[src/rtl/svd_params.svh]
// constants for the supply voltage detect control block
`ifndef SVD_PARAMS_SVH
`define SVD_PARAMS_SVH

// ==========================================================
// register byte addresses
`define SVD_ADDR_LIMIT   12'h000
`define SVD_ADDR_CTRL    12'h004
`define SVD_ADDR_IRQ     12'h008
`define SVD_ADDR_POWER   12'h00c

// ==========================================================
// field positions
`define SVD_CTRL_EN      7
`define SVD_CTRL_OUT     5
`define SVD_CTRL_RDY     4
`define SVD_CTRL_RISE    1
`define SVD_CTRL_FALL    0
`define SVD_IRQ_FLAG     0
`define SVD_IRQ_IE       1
`define SVD_IRQ_PRIO     2
`define SVD_PWR_SLEEP    0
`define SVD_PWR_FREEZE   1
`define SVD_PWR_POR      2

// ==========================================================
// reset values
`define SVD_LIMIT_RST    4'h0
`define SVD_SYNC_RST     2'h0

// ==========================================================
// bus answers
`define SVD_RESP_OKAY    2'h0
`define SVD_RESP_SLVERR  2'h2

`endif

[src/rtl/svd_pkg.sv]
// types for the supply voltage detect control block
package svd_pkg;

  // ==========================================================
  // bus channel carriers
  typedef struct packed {
    logic [11:0] addr;
    logic [31:0] data;
    logic [3:0]  strb;
  } svd_wreq_t;

  typedef struct packed {
    logic [31:0] data;
    logic [1:0]  resp;
  } svd_rrsp_t;

  // ==========================================================
  // write channel state
  typedef enum logic [1:0] {
    SVD_W_IDLE = 2'b00,
    SVD_W_RESP = 2'b01
  } svd_wstate_t;

endpackage : svd_pkg

[src/rtl/svd_sync2.sv]
// two flip-flop synchroniser for one level
`timescale 1ns/100ps
`default_nettype none
module svd_sync2 (
  input  wire logic clk_i,
  input  wire logic rst_i,
  input  wire logic d_i,
  output logic      q_o
);
  logic meta_r;

  always_ff @(posedge clk_i) begin
    if (rst_i) begin
      meta_r <= 1'b0;
      q_o    <= 1'b0;
    end else begin
      meta_r <= d_i;
      q_o    <= meta_r;
    end
  end
endmodule : svd_sync2
`default_nettype wire

[src/rtl/svd_ctrl.sv]
// supply voltage detect control with axi4-lite registers
//
// Chosen here: the AXI4-Lite register port and the register offsets.
`timescale 1ns/100ps
`default_nettype none
`include "svd_params.svh"

// Function
// detection runs on the system clock, not the stopped instruction clock, in sleep.
// enabled crossing in sleep sets the flag and raises a wake request.
// processor resumes at the vector only when global interrupts are enabled.
// idle and doze keep the detector active and generating events.
// freeze blocks any new detect event or interrupt request.
// during freeze the ready status holds its value from freeze entry.
// registers stay readable and writable during freeze.
// any reset returns registers to reset values, switching the detector off; system reset leaves the limit select unchanged here.
// limit select sits in bits 3:0; code 1111 reserved.
// limit register bits 7:4 read zero and ignore writes.
// control bit 7 powers the detector and its reference.
// control bit 5 reads the comparator output, one at or below limit.
// control bit 4 reads one once the reference is stable.
// control bit 1 enables rising detection.
// control bit 0 enables falling detection.
// control bits 6, 3 and 2 read zero.
// limit select resets only on power-on; enable and directions on every reset.
// no detect interrupt until enabled and ready status set.
// software disables the detector before changing limit or directions.
// flag stays set until written zero; request is flag and enable.
// comparator and ready are synchronised; crossings are edges of the output.
module svd_ctrl (
  // clock and reset
  input  wire logic        SYS_CLK_I,
  input  wire logic        SRST_I,
  input  wire logic        POR_I,
  // axi4-lite write address
  input  wire logic        S_AXI_AWVALID_I,
  output logic             S_AXI_AWREADY_O,
  input  wire logic [11:0] S_AXI_AWADDR_I,
  // axi4-lite write data
  input  wire logic        S_AXI_WVALID_I,
  output logic             S_AXI_WREADY_O,
  input  wire logic [31:0] S_AXI_WDATA_I,
  input  wire logic [3:0]  S_AXI_WSTRB_I,
  // axi4-lite write response
  output logic             S_AXI_BVALID_O,
  input  wire logic        S_AXI_BREADY_I,
  output logic [1:0]       S_AXI_BRESP_O,
  // axi4-lite read address
  input  wire logic        S_AXI_ARVALID_I,
  output logic             S_AXI_ARREADY_O,
  input  wire logic [11:0] S_AXI_ARADDR_I,
  // axi4-lite read data
  output logic             S_AXI_RVALID_O,
  input  wire logic        S_AXI_RREADY_I,
  output logic [31:0]      S_AXI_RDATA_O,
  output logic [1:0]       S_AXI_RRESP_O,
  // analog detector
  input  wire logic        CMP_OUT_I,
  input  wire logic        REF_READY_I,
  output logic             DET_POWER_EN_O,
  output logic [3:0]       TRIP_LIMIT_O,
  // system
  output logic             IRQ_O,
  output logic             WAKE_REQ_O
);

  // ==========================================================
  // register state
  logic [3:0]  trip_limit_field_r;
  logic        detector_power_enable_r;
  logic        rising_detect_enable_r;
  logic        falling_detect_enable_r;
  logic        voltage_detect_flag_r;
  logic        voltage_detect_irq_enable_r;
  logic        voltage_detect_irq_priority_r;
  logic        sleep_r;
  logic        freeze_r;
  logic        reference_ready_status_r;
  logic        cmp_prev_r;
  logic        cmp_sync;
  logic        rdy_sync;
  logic        crossing;
  logic        detect_event;

  // ==========================================================
  // input synchronisers
  svd_sync2 u_sync_cmp (
    .clk_i (SYS_CLK_I),
    .rst_i (SRST_I),
    .d_i   (CMP_OUT_I),
    .q_o   (cmp_sync)
  );
  svd_sync2 u_sync_rdy (
    .clk_i (SYS_CLK_I),
    .rst_i (SRST_I),
    .d_i   (REF_READY_I),
    .q_o   (rdy_sync)
  );

  // ==========================================================
  // axi4-lite write channel
  svd_pkg::svd_wstate_t wstate_r;
  svd_pkg::svd_wreq_t   wreq_r;
  logic                 aw_held_r;
  logic                 w_held_r;
  logic                 wr_fire;
  logic                 aw_take;
  logic                 w_take;

  assign S_AXI_AWREADY_O = (wstate_r == svd_pkg::SVD_W_IDLE) && !aw_held_r;
  assign S_AXI_WREADY_O  = (wstate_r == svd_pkg::SVD_W_IDLE) && !w_held_r;
  assign aw_take = S_AXI_AWVALID_I && S_AXI_AWREADY_O;
  assign w_take  = S_AXI_WVALID_I && S_AXI_WREADY_O;
  assign wr_fire = (wstate_r == svd_pkg::SVD_W_IDLE) &&
                   (aw_held_r || aw_take) && (w_held_r || w_take);
  assign S_AXI_BVALID_O = (wstate_r == svd_pkg::SVD_W_RESP);

  logic [11:0] wr_addr;
  logic [31:0] wr_data;
  logic        wr_lane0;
  assign wr_addr  = aw_held_r ? wreq_r.addr : S_AXI_AWADDR_I;
  assign wr_data  = w_held_r  ? wreq_r.data : S_AXI_WDATA_I;
  assign wr_lane0 = w_held_r  ? wreq_r.strb[0] : S_AXI_WSTRB_I[0];

  always_ff @(posedge SYS_CLK_I) begin
    if (SRST_I) begin
      wstate_r  <= svd_pkg::SVD_W_IDLE;
      aw_held_r <= 1'b0;
      w_held_r  <= 1'b0;
      wreq_r    <= '0;
      S_AXI_BRESP_O <= `SVD_RESP_OKAY;
    end else begin
      unique case (wstate_r)
        svd_pkg::SVD_W_IDLE: begin
          if (wr_fire) begin
            wstate_r  <= svd_pkg::SVD_W_RESP;
            aw_held_r <= 1'b0;
            w_held_r  <= 1'b0;
            S_AXI_BRESP_O <= (wr_addr[11:4] == 8'h00 && wr_addr[1:0] == 2'h0) ?
                             `SVD_RESP_OKAY : `SVD_RESP_SLVERR;
          end else begin
            if (aw_take) begin
              aw_held_r   <= 1'b1;
              wreq_r.addr <= S_AXI_AWADDR_I;
            end
            if (w_take) begin
              w_held_r    <= 1'b1;
              wreq_r.data <= S_AXI_WDATA_I;
              wreq_r.strb <= S_AXI_WSTRB_I;
            end
          end
        end
        svd_pkg::SVD_W_RESP: begin
          if (S_AXI_BREADY_I) begin
            wstate_r <= svd_pkg::SVD_W_IDLE;
          end
        end
      endcase
    end
  end

  // register writes accepted whatever the freeze state
  logic wr_limit;
  logic wr_ctrl;
  logic wr_irq;
  logic wr_pwr;
  assign wr_limit = wr_fire && wr_lane0 && (wr_addr == `SVD_ADDR_LIMIT);
  assign wr_ctrl  = wr_fire && wr_lane0 && (wr_addr == `SVD_ADDR_CTRL);
  assign wr_irq   = wr_fire && wr_lane0 && (wr_addr == `SVD_ADDR_IRQ);
  assign wr_pwr   = wr_fire && wr_lane0 && (wr_addr == `SVD_ADDR_POWER);

  // ==========================================================
  // limit register, cleared only by power-on reset
  always_ff @(posedge SYS_CLK_I) begin
    if (POR_I) begin
      trip_limit_field_r <= `SVD_LIMIT_RST;
    end else if (wr_limit) begin
      trip_limit_field_r <= wr_data[3:0];
    end
  end
  assign TRIP_LIMIT_O = trip_limit_field_r;

  // ==========================================================
  // control register
  always_ff @(posedge SYS_CLK_I) begin
    if (SRST_I || POR_I) begin
      detector_power_enable_r <= 1'b0;
      rising_detect_enable_r  <= 1'b0;
      falling_detect_enable_r <= 1'b0;
    end else if (wr_ctrl) begin
      detector_power_enable_r <= wr_data[`SVD_CTRL_EN];
      rising_detect_enable_r  <= wr_data[`SVD_CTRL_RISE];
      falling_detect_enable_r <= wr_data[`SVD_CTRL_FALL];
    end
  end
  assign DET_POWER_EN_O = detector_power_enable_r;

  // ==========================================================
  // power mode bits
  always_ff @(posedge SYS_CLK_I) begin
    if (SRST_I || POR_I) begin
      sleep_r  <= 1'b0;
      freeze_r <= 1'b0;
    end else if (wr_pwr) begin
      sleep_r  <= wr_data[`SVD_PWR_SLEEP];
      freeze_r <= wr_data[`SVD_PWR_FREEZE];
    end
  end

  // ==========================================================
  // ready status, held during freeze
  always_ff @(posedge SYS_CLK_I) begin
    if (SRST_I || POR_I) begin
      reference_ready_status_r <= 1'b0;
    end else if (!freeze_r) begin
      reference_ready_status_r <= rdy_sync && detector_power_enable_r;
    end
  end

  // ==========================================================
  // crossing detection
  always_ff @(posedge SYS_CLK_I) begin
    if (SRST_I || POR_I) begin
      cmp_prev_r <= 1'b0;
    end else begin
      cmp_prev_r <= cmp_sync;
    end
  end

  // output high means supply at or below the limit
  assign crossing = (rising_detect_enable_r && cmp_prev_r && !cmp_sync) ||
                    (falling_detect_enable_r && !cmp_prev_r && cmp_sync);
  // events run on the system clock in every power mode except freeze, which blocks them
  assign detect_event = crossing && detector_power_enable_r &&
                        reference_ready_status_r && !freeze_r;

  // ==========================================================
  // flag and interrupt control, set wins over clear
  always_ff @(posedge SYS_CLK_I) begin
    if (SRST_I || POR_I) begin
      voltage_detect_flag_r         <= 1'b0;
      voltage_detect_irq_enable_r   <= 1'b0;
      voltage_detect_irq_priority_r <= 1'b0;
    end else begin
      if (detect_event) begin
        voltage_detect_flag_r <= 1'b1;
      end else if (wr_irq && !wr_data[`SVD_IRQ_FLAG]) begin
        voltage_detect_flag_r <= 1'b0;
      end
      if (wr_irq) begin
        voltage_detect_irq_enable_r   <= wr_data[`SVD_IRQ_IE];
        voltage_detect_irq_priority_r <= wr_data[`SVD_IRQ_PRIO];
      end
    end
  end

  always_ff @(posedge SYS_CLK_I) begin
    if (SRST_I || POR_I) begin
      IRQ_O      <= 1'b0;
      WAKE_REQ_O <= 1'b0;
    end else begin
      IRQ_O      <= voltage_detect_flag_r && voltage_detect_irq_enable_r && !freeze_r;
      WAKE_REQ_O <= sleep_r && voltage_detect_flag_r;
    end
  end

  // ==========================================================
  // axi4-lite read channel
  svd_pkg::svd_rrsp_t rd_nxt;
  logic               rvalid_r;

  always_comb begin
    rd_nxt = '0;
    unique case (S_AXI_ARADDR_I)
      `SVD_ADDR_LIMIT: rd_nxt.data = {28'h0000000, trip_limit_field_r};
      `SVD_ADDR_CTRL:  rd_nxt.data = {24'h000000, detector_power_enable_r, 1'b0,
                                      cmp_sync, reference_ready_status_r, 2'b00,
                                      rising_detect_enable_r,
                                      falling_detect_enable_r};
      `SVD_ADDR_IRQ:   rd_nxt.data = {29'h00000000, voltage_detect_irq_priority_r,
                                      voltage_detect_irq_enable_r, voltage_detect_flag_r};
      `SVD_ADDR_POWER: rd_nxt.data = {30'h00000000, freeze_r, sleep_r};
      default:         rd_nxt.resp = `SVD_RESP_SLVERR;
    endcase
  end

  assign S_AXI_ARREADY_O = !rvalid_r;
  assign S_AXI_RVALID_O  = rvalid_r;

  always_ff @(posedge SYS_CLK_I) begin
    if (SRST_I) begin
      rvalid_r      <= 1'b0;
      S_AXI_RDATA_O <= 32'h00000000;
      S_AXI_RRESP_O <= `SVD_RESP_OKAY;
    end else if (S_AXI_ARVALID_I && !rvalid_r) begin
      rvalid_r      <= 1'b1;
      S_AXI_RDATA_O <= rd_nxt.data;
      S_AXI_RRESP_O <= rd_nxt.resp;
    end else if (rvalid_r && S_AXI_RREADY_I) begin
      rvalid_r <= 1'b0;
    end
  end

  // ==========================================================
  // assertions
  property p_freeze_no_event;
    @(posedge SYS_CLK_I) disable iff (SRST_I)
      freeze_r |-> !detect_event;
  endproperty
  a_freeze_no_event: assert property (p_freeze_no_event) else $error("event in freeze");

  property p_ready_hold;
    @(posedge SYS_CLK_I) disable iff (SRST_I || POR_I)
      $past(freeze_r) |-> $stable(reference_ready_status_r);
  endproperty
  a_ready_hold: assert property (p_ready_hold) else $error("ready moved in freeze");

  property p_flag_needs_ready;
    @(posedge SYS_CLK_I) disable iff (SRST_I || POR_I)
      $rose(voltage_detect_flag_r) |-> $past(reference_ready_status_r) &&
                                       $past(detector_power_enable_r);
  endproperty
  a_flag_needs_ready: assert property (p_flag_needs_ready) else $error("flag before ready");

  property p_flag_sticky;
    @(posedge SYS_CLK_I) disable iff (SRST_I || POR_I)
      voltage_detect_flag_r && !(wr_irq && !wr_data[`SVD_IRQ_FLAG]) |=> voltage_detect_flag_r;
  endproperty
  a_flag_sticky: assert property (p_flag_sticky) else $error("flag dropped");

  property p_irq_follow;
    @(posedge SYS_CLK_I) disable iff (SRST_I || POR_I)
      voltage_detect_flag_r && voltage_detect_irq_enable_r && !freeze_r |=> IRQ_O;
  endproperty
  a_irq_follow: assert property (p_irq_follow) else $error("irq missing");

  property p_wake;
    @(posedge SYS_CLK_I) disable iff (SRST_I || POR_I)
      sleep_r && detect_event |-> ##2 WAKE_REQ_O;
  endproperty
  a_wake: assert property (p_wake) else $error("no wake in sleep");

  property p_rising;
    @(posedge SYS_CLK_I) disable iff (SRST_I || POR_I)
      detector_power_enable_r && reference_ready_status_r && !freeze_r &&
      rising_detect_enable_r && $fell(cmp_sync) |=> voltage_detect_flag_r;
  endproperty
  a_rising: assert property (p_rising) else $error("rise missed");

  property p_falling;
    @(posedge SYS_CLK_I) disable iff (SRST_I || POR_I)
      detector_power_enable_r && reference_ready_status_r && !freeze_r &&
      falling_detect_enable_r && $rose(cmp_sync) |=> voltage_detect_flag_r;
  endproperty
  a_falling: assert property (p_falling) else $error("fall missed");

  property p_reset_off;
    @(posedge SYS_CLK_I) SRST_I |=> !DET_POWER_EN_O;
  endproperty
  a_reset_off: assert property (p_reset_off) else $error("enable survived reset");

  property p_limit_bits;
    @(posedge SYS_CLK_I) disable iff (SRST_I)
      S_AXI_RVALID_O && $past(S_AXI_ARADDR_I == `SVD_ADDR_LIMIT && S_AXI_ARVALID_I
                              && !rvalid_r) |-> S_AXI_RDATA_O[31:4] == 28'h0000000;
  endproperty
  a_limit_bits: assert property (p_limit_bits) else $error("limit upper bits set");

  c_flag_set:  cover property (@(posedge SYS_CLK_I) $rose(voltage_detect_flag_r));
  c_wake:      cover property (@(posedge SYS_CLK_I) $rose(WAKE_REQ_O));
  c_freeze:    cover property (@(posedge SYS_CLK_I) freeze_r && crossing);
  c_write:     cover property (@(posedge SYS_CLK_I) wr_ctrl);

endmodule : svd_ctrl
`default_nettype wire

[config.mk]
export PLATFORM = sky130hd
export DESIGN_NAME = svd_ctrl
export DESIGN_NICKNAME = d
export VERILOG_FILES = /design/src/rtl/svd_pkg.sv /design/src/rtl/svd_sync2.sv /design/src/rtl/svd_ctrl.sv
export VERILOG_INCLUDE_DIRS = /design/src /design/src/rtl
export SDC_FILE = /design/constraint.sdc
export NUM_CORES = 1
export LEC_CHECK = 0
export BUFFER_PORTS_ARGS = -buffer_cell sky130_fd_sc_hd__buf_2
export CAP_MARGIN = 10
export CORE_UTILIZATION = 33
export CTS_CLUSTER_DIAMETER = 150
export CTS_CLUSTER_SIZE = 25
export DETAILED_ROUTE_END_ITERATION = 10
export PLACE_DENSITY_LB_ADDON = 0.05
export REMOVE_ABC_BUFFERS = 1
export SETUP_SLACK_MARGIN = 0.05
export SKIP_LAST_GASP = 1
export SLEW_MARGIN = 15
export SYNTH_ARGS = -nofsm -noshare
export SYNTH_HDL_FRONTEND = slang
export SYNTH_SLANG_ARGS = --single-unit
[constraint.sdc]
create_clock -name SYS_CLK_I -period 2.1 [get_ports SYS_CLK_I]
set_input_delay 0.42 -clock SYS_CLK_I [delete_from_list [all_inputs] [get_ports SYS_CLK_I]]
set_output_delay 0.42 -clock SYS_CLK_I [all_outputs]
set_load 0.05 [all_outputs]
==> results of run 1 <==
-- cell families after synthesis --
logic type	after synthesis	synth area share
other	1	0.001519
muxes	24	0.1085
DFF	51	0.4136
buffers and inverters	53	0.1277
and+or+nand+nor	87	0.1921
AOI/OAI and AO/OA	51	0.1566
-- routing by layer --
metal,vias to the layer above,part of all wire,global-route usage,wire length (µm)
met1,930,0.51,0.2113,2786
met3,6,0.046,0.03358,252
met4,0,0.0097,0.03959,53
met5,-,0,0,0
li1,1034,-,-,-
met2,56,0.43,0.2259,2369
-- cell type report --
type,instances,area share
multi-input cells,189,0.4226
flip-flops and latches,51,0.3508
clock buffers,7,0.02623
inverters,15,0.01935
clock inverters,1,0.001720
well taps,99,0.04256
repair buffers,73,0.1367
-- how the worst max path moves through the flow --
stage / from / to
CTS: aw_held_r / TRIP_LIMIT_O[0]
detailed placement: S_AXI_AWADDR_I[11] / rising_detect_enable_r
floorplan: wstate_r[0] / wreq_r[36]
global route: aw_held_r / TRIP_LIMIT_O[1]
global placement: S_AXI_AWADDR_I[11] / rising_detect_enable_r
finish: aw_held_r / TRIP_LIMIT_O[0]
-- layout by cell type, fill, tap and decap left out, drive strengths merged, types with 6 or more instances in the layout --
cell / instances
clkbuf: 7
nand3b: 6
nor3: 7
mux2i: 20
nand2: 10
inv: 15
conb: 27
nor2: 36
a21oi: 12
buf: 73
a211oi: 6
a221oi: 6
dfxtp: 51
-- power breakdown --
part	switching, µW	total, µW	internal (µW)	leakage [µW]
Clock	314	548	235	0.0000422
Combinational	283	397	114	0.000769
Sequential	25.5	1020	998	0.000415
Total	622	1970	1350	0.00123
-- through the flow --
step                      instance area, µm²  setup slack (ns)  hold WS [ns]
after floorplan                         2307           -0.1682        0.4138
after global placement                  2829           0.02557        0.4210
after detailed placement                2829           0.02099        0.4253
after CTS                               2910            0.2553        0.2768
after global routing                    2910           0.09687        0.2750
final                                   2910            0.2564        0.2871
==> impl_metrics.json, run 1 <==
{
  "status": "finished, final reports clean",
  "cts.sinks": 51,
  "vdd_drop_max_v": 0.0002396,
  "ctsResizeCount": 0,
  "power_density_mw_per_mm2": 676.7,
  "min_path_type": "input port to flop",
  "grt_use_total": 0.1484,
  "slowest_stage": "dfxtp_1",
  "r2r_end": "TRIP_LIMIT_O[0]",
  "die_h_um": 88.49,
  "antenna_cells": 0,
  "cts.htree.levels": 2,
  "critPathKind": "flop to flop",
  "synth_common_cells": "51 x dfxtp_1, 36 x nor2_1, 28 x buf_4",
  "final_core_util": 0.4012,
  "async_reset_ff_frac": 0,
  "cts-root-buf": "clkbuf_8",
  "min_to": "S_AXI_RVALID_O",
  "clkLatencyLatePin_ns": 0.30,
  "clkTransAtPathRegs_ns": 0.09,
  "synth_top_area_frac": 0.4136,
  "postCtsHoldBufs": 0,
  "drt_iter0_markers": 69,
  "start_util": 0.3403,
  "drv_cap": 0,
  "clk_path_buf_depth": 2,
  "synthCells": 267,
  "grt.overflow.total": 0,
  "critPathTopFamily": "compound AO/OA/AOI/OAI gates",
  "yosysTopAreaCell": "dfxtp_1",
  "firstDrtPassIters": 4,
  "drv_slew": 0,
  "drive_gt1_frac": 0.2738,
  "rsz0062_at_grt": "no",
  "cp_max_fo": 11,
  "drc": 0,
  "area_delta_synth_final_pct": 17.89,
  "netlist_top_cells_area": "dfxtp_1 41%, buf_4 8.5%, mux2i_1 8.1%",
  "synth.cell_area_mm2": 0.002469,
  "drt_wl_total_mm": 5.461,
  "yosysMostFrequentCell": "dfxtp_1",
  "yosysUniqueCellTypes": 48,
  "hold_start": "S_AXI_RREADY_I",
  "fin_nets": 405,
  "leakage_uw": 0.001226,
  "synth-edff-count": 0,
  "max_stage_delay_ns": 0.56,
  "die_area_mm2": 0.007830,
  "clock_skew_ns": 0.005192,
  "multi_input_area_mm2": 0.001230,
  "setup_tns_ns": 0,
  "num_io_pins": 118,
  "max_freq_mhz": 542.4,
  "end_kind": "flop",
  "finalSetupViolations": 0,
  "path_buf_inv": 2,
  "path_cells": "nor3_1 -> a21oi_1 -> buf_4 -> a211oi_1 -> buf_4 -> a221oi_1",
  "grt_pass1_wl_mm": 8.832,
  "rrSetupSlack_ns": 0.26,
  "gp_congestion": 0.7318,
  "ys.warnings.count": 0,
  "worstPathArrival_ns": 2.06,
  "numCtsBuffers": 5,
  "fin_cells": 435,
  "core.rowCount": 31,
  "period_minus_slack_ns": 1.844,
  "regMostFlops": "wreq_r",
  "fin_crit_sh": 0.8779,
  "hold_viol": 0,
  "crit_required_ns": 2.31,
  "fillCellCount": 797,
  "largest_reg_flops": 18,
  "via_per_inst": 4.657,
  "ys_seq_elements": 51,
  "die_x_um": 88.49,
  "ant_nets": 0,
  "rr_worst_depth": 6,
  "core_area_mm2": 0.007253,
  "antenna_found_initial": 0,
  "routedWlPerCell_um": 12.55,
  "grt_pass1_vias": 1780,
  "crit_top_cell": "buf_4",
  "power_uw": 1969,
  "seq_area_frac_synth": 0.4136,
  "slew_headroom": 0.6533,
  "hpwl_mm": 4.074,
  "port_buffers": 60,
  "dp.cells": 427,
  "startpoint_type": "flop",
  "cts_tree": "done",
  "path_depth": 6,
  "r2r_start": "aw_held_r",
  "worstHoldPathCells": 2,
  "avgSynthCellArea_um2": 9.246,
  "vias": 2026,
  "seq_area_mm2": 0.001021,
  "grt_max_degree": 33,
  "yosys_most_used_dff": "dfxtp_1",
  "worst_pin_slew_ns": 0.5146,
  "post_cts_buffers": 0
}
(Power assumes the default switching activity.)
==> run 2, diff against run 1 <==
ABC_AREA = 1   (was default)
SLEW_MARGIN = 0   (was 15)
==> impl_metrics.json, run 2 <==
{
  "status": "finished, final reports clean",
  "period_minus_slack_ns": 1.802,
  "start_util": 0.3399,
  "drt_wl_total_mm": 5.791,
  "avgSynthCellArea_um2": 6.839,
  "vdd_drop_max_v": 0.0002721,
  "drv_cap": 0,
  "fin_nets": 516,
  "startpoint_type": "flop",
  "cts.htree.levels": 2,
  "crit_required_ns": 2.35,
  "ctsResizeCount": 0,
  "clock_skew_ns": 0.006472,
  "setup_slack_ns": 0.2980,
  "grt_pass1_wl_mm": 9.880,
  "core.rowCount": 32,
  "drt_iter0_markers": 39,
  "async_reset_ff_frac": 0,
  "hpwl_mm": 4.472,
  "rsz0062_at_grt": "no",
  "slew_headroom": 0.5772,
  "ys.warnings.count": 0,
  "worstPathArrival_ns": 2.05,
  "end_kind": "flop",
  "clkLatencyLatePin_ns": 0.30,
  "firstDrtPassIters": 4,
  "drv_slew": 0,
  "yosysUniqueCellTypes": 34,
  "synth-edff-count": 0,
  "yosysMostFrequentCell": "nor2_1",
  "hold_viol": 0,
  "cts-root-buf": "clkbuf_8",
  "die_h_um": 91.21,
  "worst_pin_slew_ns": 0.6335,
  "synthCells": 384,
  "yosys_most_used_dff": "dfxtp_1",
  "gp_congestion": 0.7060,
  "clk_path_buf_depth": 2,
  "post_cts_buffers": 0,
  "finalSetupViolations": 0,
  "power_density_mw_per_mm2": 725.2,
  "via_per_inst": 4.293,
  "yosysTopAreaCell": "dfxtp_1",
  "setup_tns_ns": 0,
  "core_area_mm2": 0.007727,
  "vias": 2357,
  "regMostFlops": "wreq_r",
  "port_buffers": 60,
  "largest_reg_flops": 18,
  "cts.sinks": 51,
  "postCtsHoldBufs": 0,
  "post-place-ws_ns": 0.3005,
  "final_common_cell": "nor2_1",
  "dp.cells": 541,
  "ys_seq_elements": 51,
  "antenna_cells": 0,
  "final_core_util": 0.3899,
  "drive_gt1_frac": 0.1969,
  "leakage_uw": 0.001451,
  "final_cell_mix": "82 x nor2_1, 75 x nand2_1, 60 x buf_2",
  "ant_nets": 0,
  "max_freq_mhz": 554.9,
  "grt_use_total": 0.1484,
  "area_delta_synth_final_pct": 14.72,
  "numCtsBuffers": 5,
  "critPathKind": "flop to flop",
  "min_path_type": "input port to flop",
  "grt.overflow.total": 0,
  "routedWlPerCell_um": 10.55,
  "antenna_found_initial": 0,
  "grt_pass1_vias": 2148,
  "synth.cell_area_mm2": 0.002626,
  "die_area_mm2": 0.008319,
  "synth_common_cells": "82 x nor2_1, 75 x nand2_1, 51 x dfxtp_1",
  "timing.hold.ws_ns": 0.3094,
  "fin_cells": 549,
  "drc": 0,
  "grt_max_degree": 22,
  "cts_tree": "done",
  "num_io_pins": 118,
  "seq_area_frac_synth": 0.3888,
  "clkTransAtPathRegs_ns": 0.09,
  "netlist_top_cells_area": "dfxtp_1 39%, nor2_1 12%, nand2_1 11%",
  "cp_max_fo": 12,
  "fin_crit_sh": 0.8581,
  "die_x_um": 91.21,
  "synth_top_area_frac": 0.3888
}
[run 2: changes by cell type after synthesis, sizes merged, moves of 5 or more]
cell / before / now
a211oi: 6 / 1
a21oi: 12 / 18
a221oi: 6 / 0
a22oi: 5 / 0
inv: 15 / 47
mux2i: 20 / 2
nand2: 10 / 77
nand3: 1 / 14
nand4: 1 / 11
nor2: 36 / 85
o21ai: 5 / 27
[run 2: kinds of logic (layout without fill, tap and decap cells)]
logic type | count (synthesis) | count (layout) | share of synthesized area
AO/OA/AOI/OAI | 48 | 48 | 0.1001
flip-flops | 51 | 51 | 0.3888
multiplexers | 2 | 2 | 0.007623
other | 1 | 27 | 0.001428
buffers and inverters | 83 | 120 | 0.1686
AND/OR/NAND/NOR | 199 | 199 | 0.3335
[run 2: worst paths after layout]
check / depth (start not counted) / startpoint / slack (ns) / endpoint
hold reg to reg: 2 / u_sync_cmp.meta_r / 0.41 / u_sync_cmp.q_o
setup / recovery: 8 / w_held_r / 0.30 / rising_detect_enable_r
setup reg to reg: 8 / w_held_r / 0.30 / rising_detect_enable_r
hold / removal: 3 / REF_READY_I / 0.31 / u_sync_rdy.meta_r
[run 2: power by group]
| part | leakage, µW | internal, µW | switching [µW] |
|---|---|---|---|
| Clock | 0.0000412 | 234 | 328 |
| Sequential | 0.000417 | 1030 | 45.1 |
| Combinational | 0.000993 | 145 | 401 |
| Total | 0.00145 | 1410 | 774 |
[run 2: stage by stage]
| step | cell area (µm²) | power, µW |
|---|---|---|
| floorplan | 2462 | 1503 |
| global placement | 2928 | 1646 |
| detailed placement | 2928 | 1651 |
| CTS | 3013 | 2214 |
| global route | 3013 | 2329 |
| finish | 3013 | 2185 |
[run 2: final cells by class]
cell class                      instances  area, µm²
Tap cell                              102      127.6
Inverter                               47      181.4
Timing Repair Buffer                   65      337.8
Multi-Input combinational cell        276       1260
Fill cell                             890       4715
Clock buffer                            6      72.57
Clock inverter                          2      12.51
Sequential cell                        51       1021
[run 2: metal layers]
metal,GRT usage,vias up,routed length [µm]
met5,0,-,0
met1,0.1945,1005,2937
met3,0.03601,6,310
met2,0.2449,70,2482
met4,0.03571,0,61
li1,-,1276,-
[run 2: worst max-delay path, cell delays in order, from the launching register on]
cell,delay (ns)
dfxtp_1,0.61
inv_4,0.08
o21ai_1,0.16
nand2_4,0.12
nor2_4,0.27
nand4_2,0.25
nand2_1,0.11
nand2_1,0.05
nor2_1,0.10
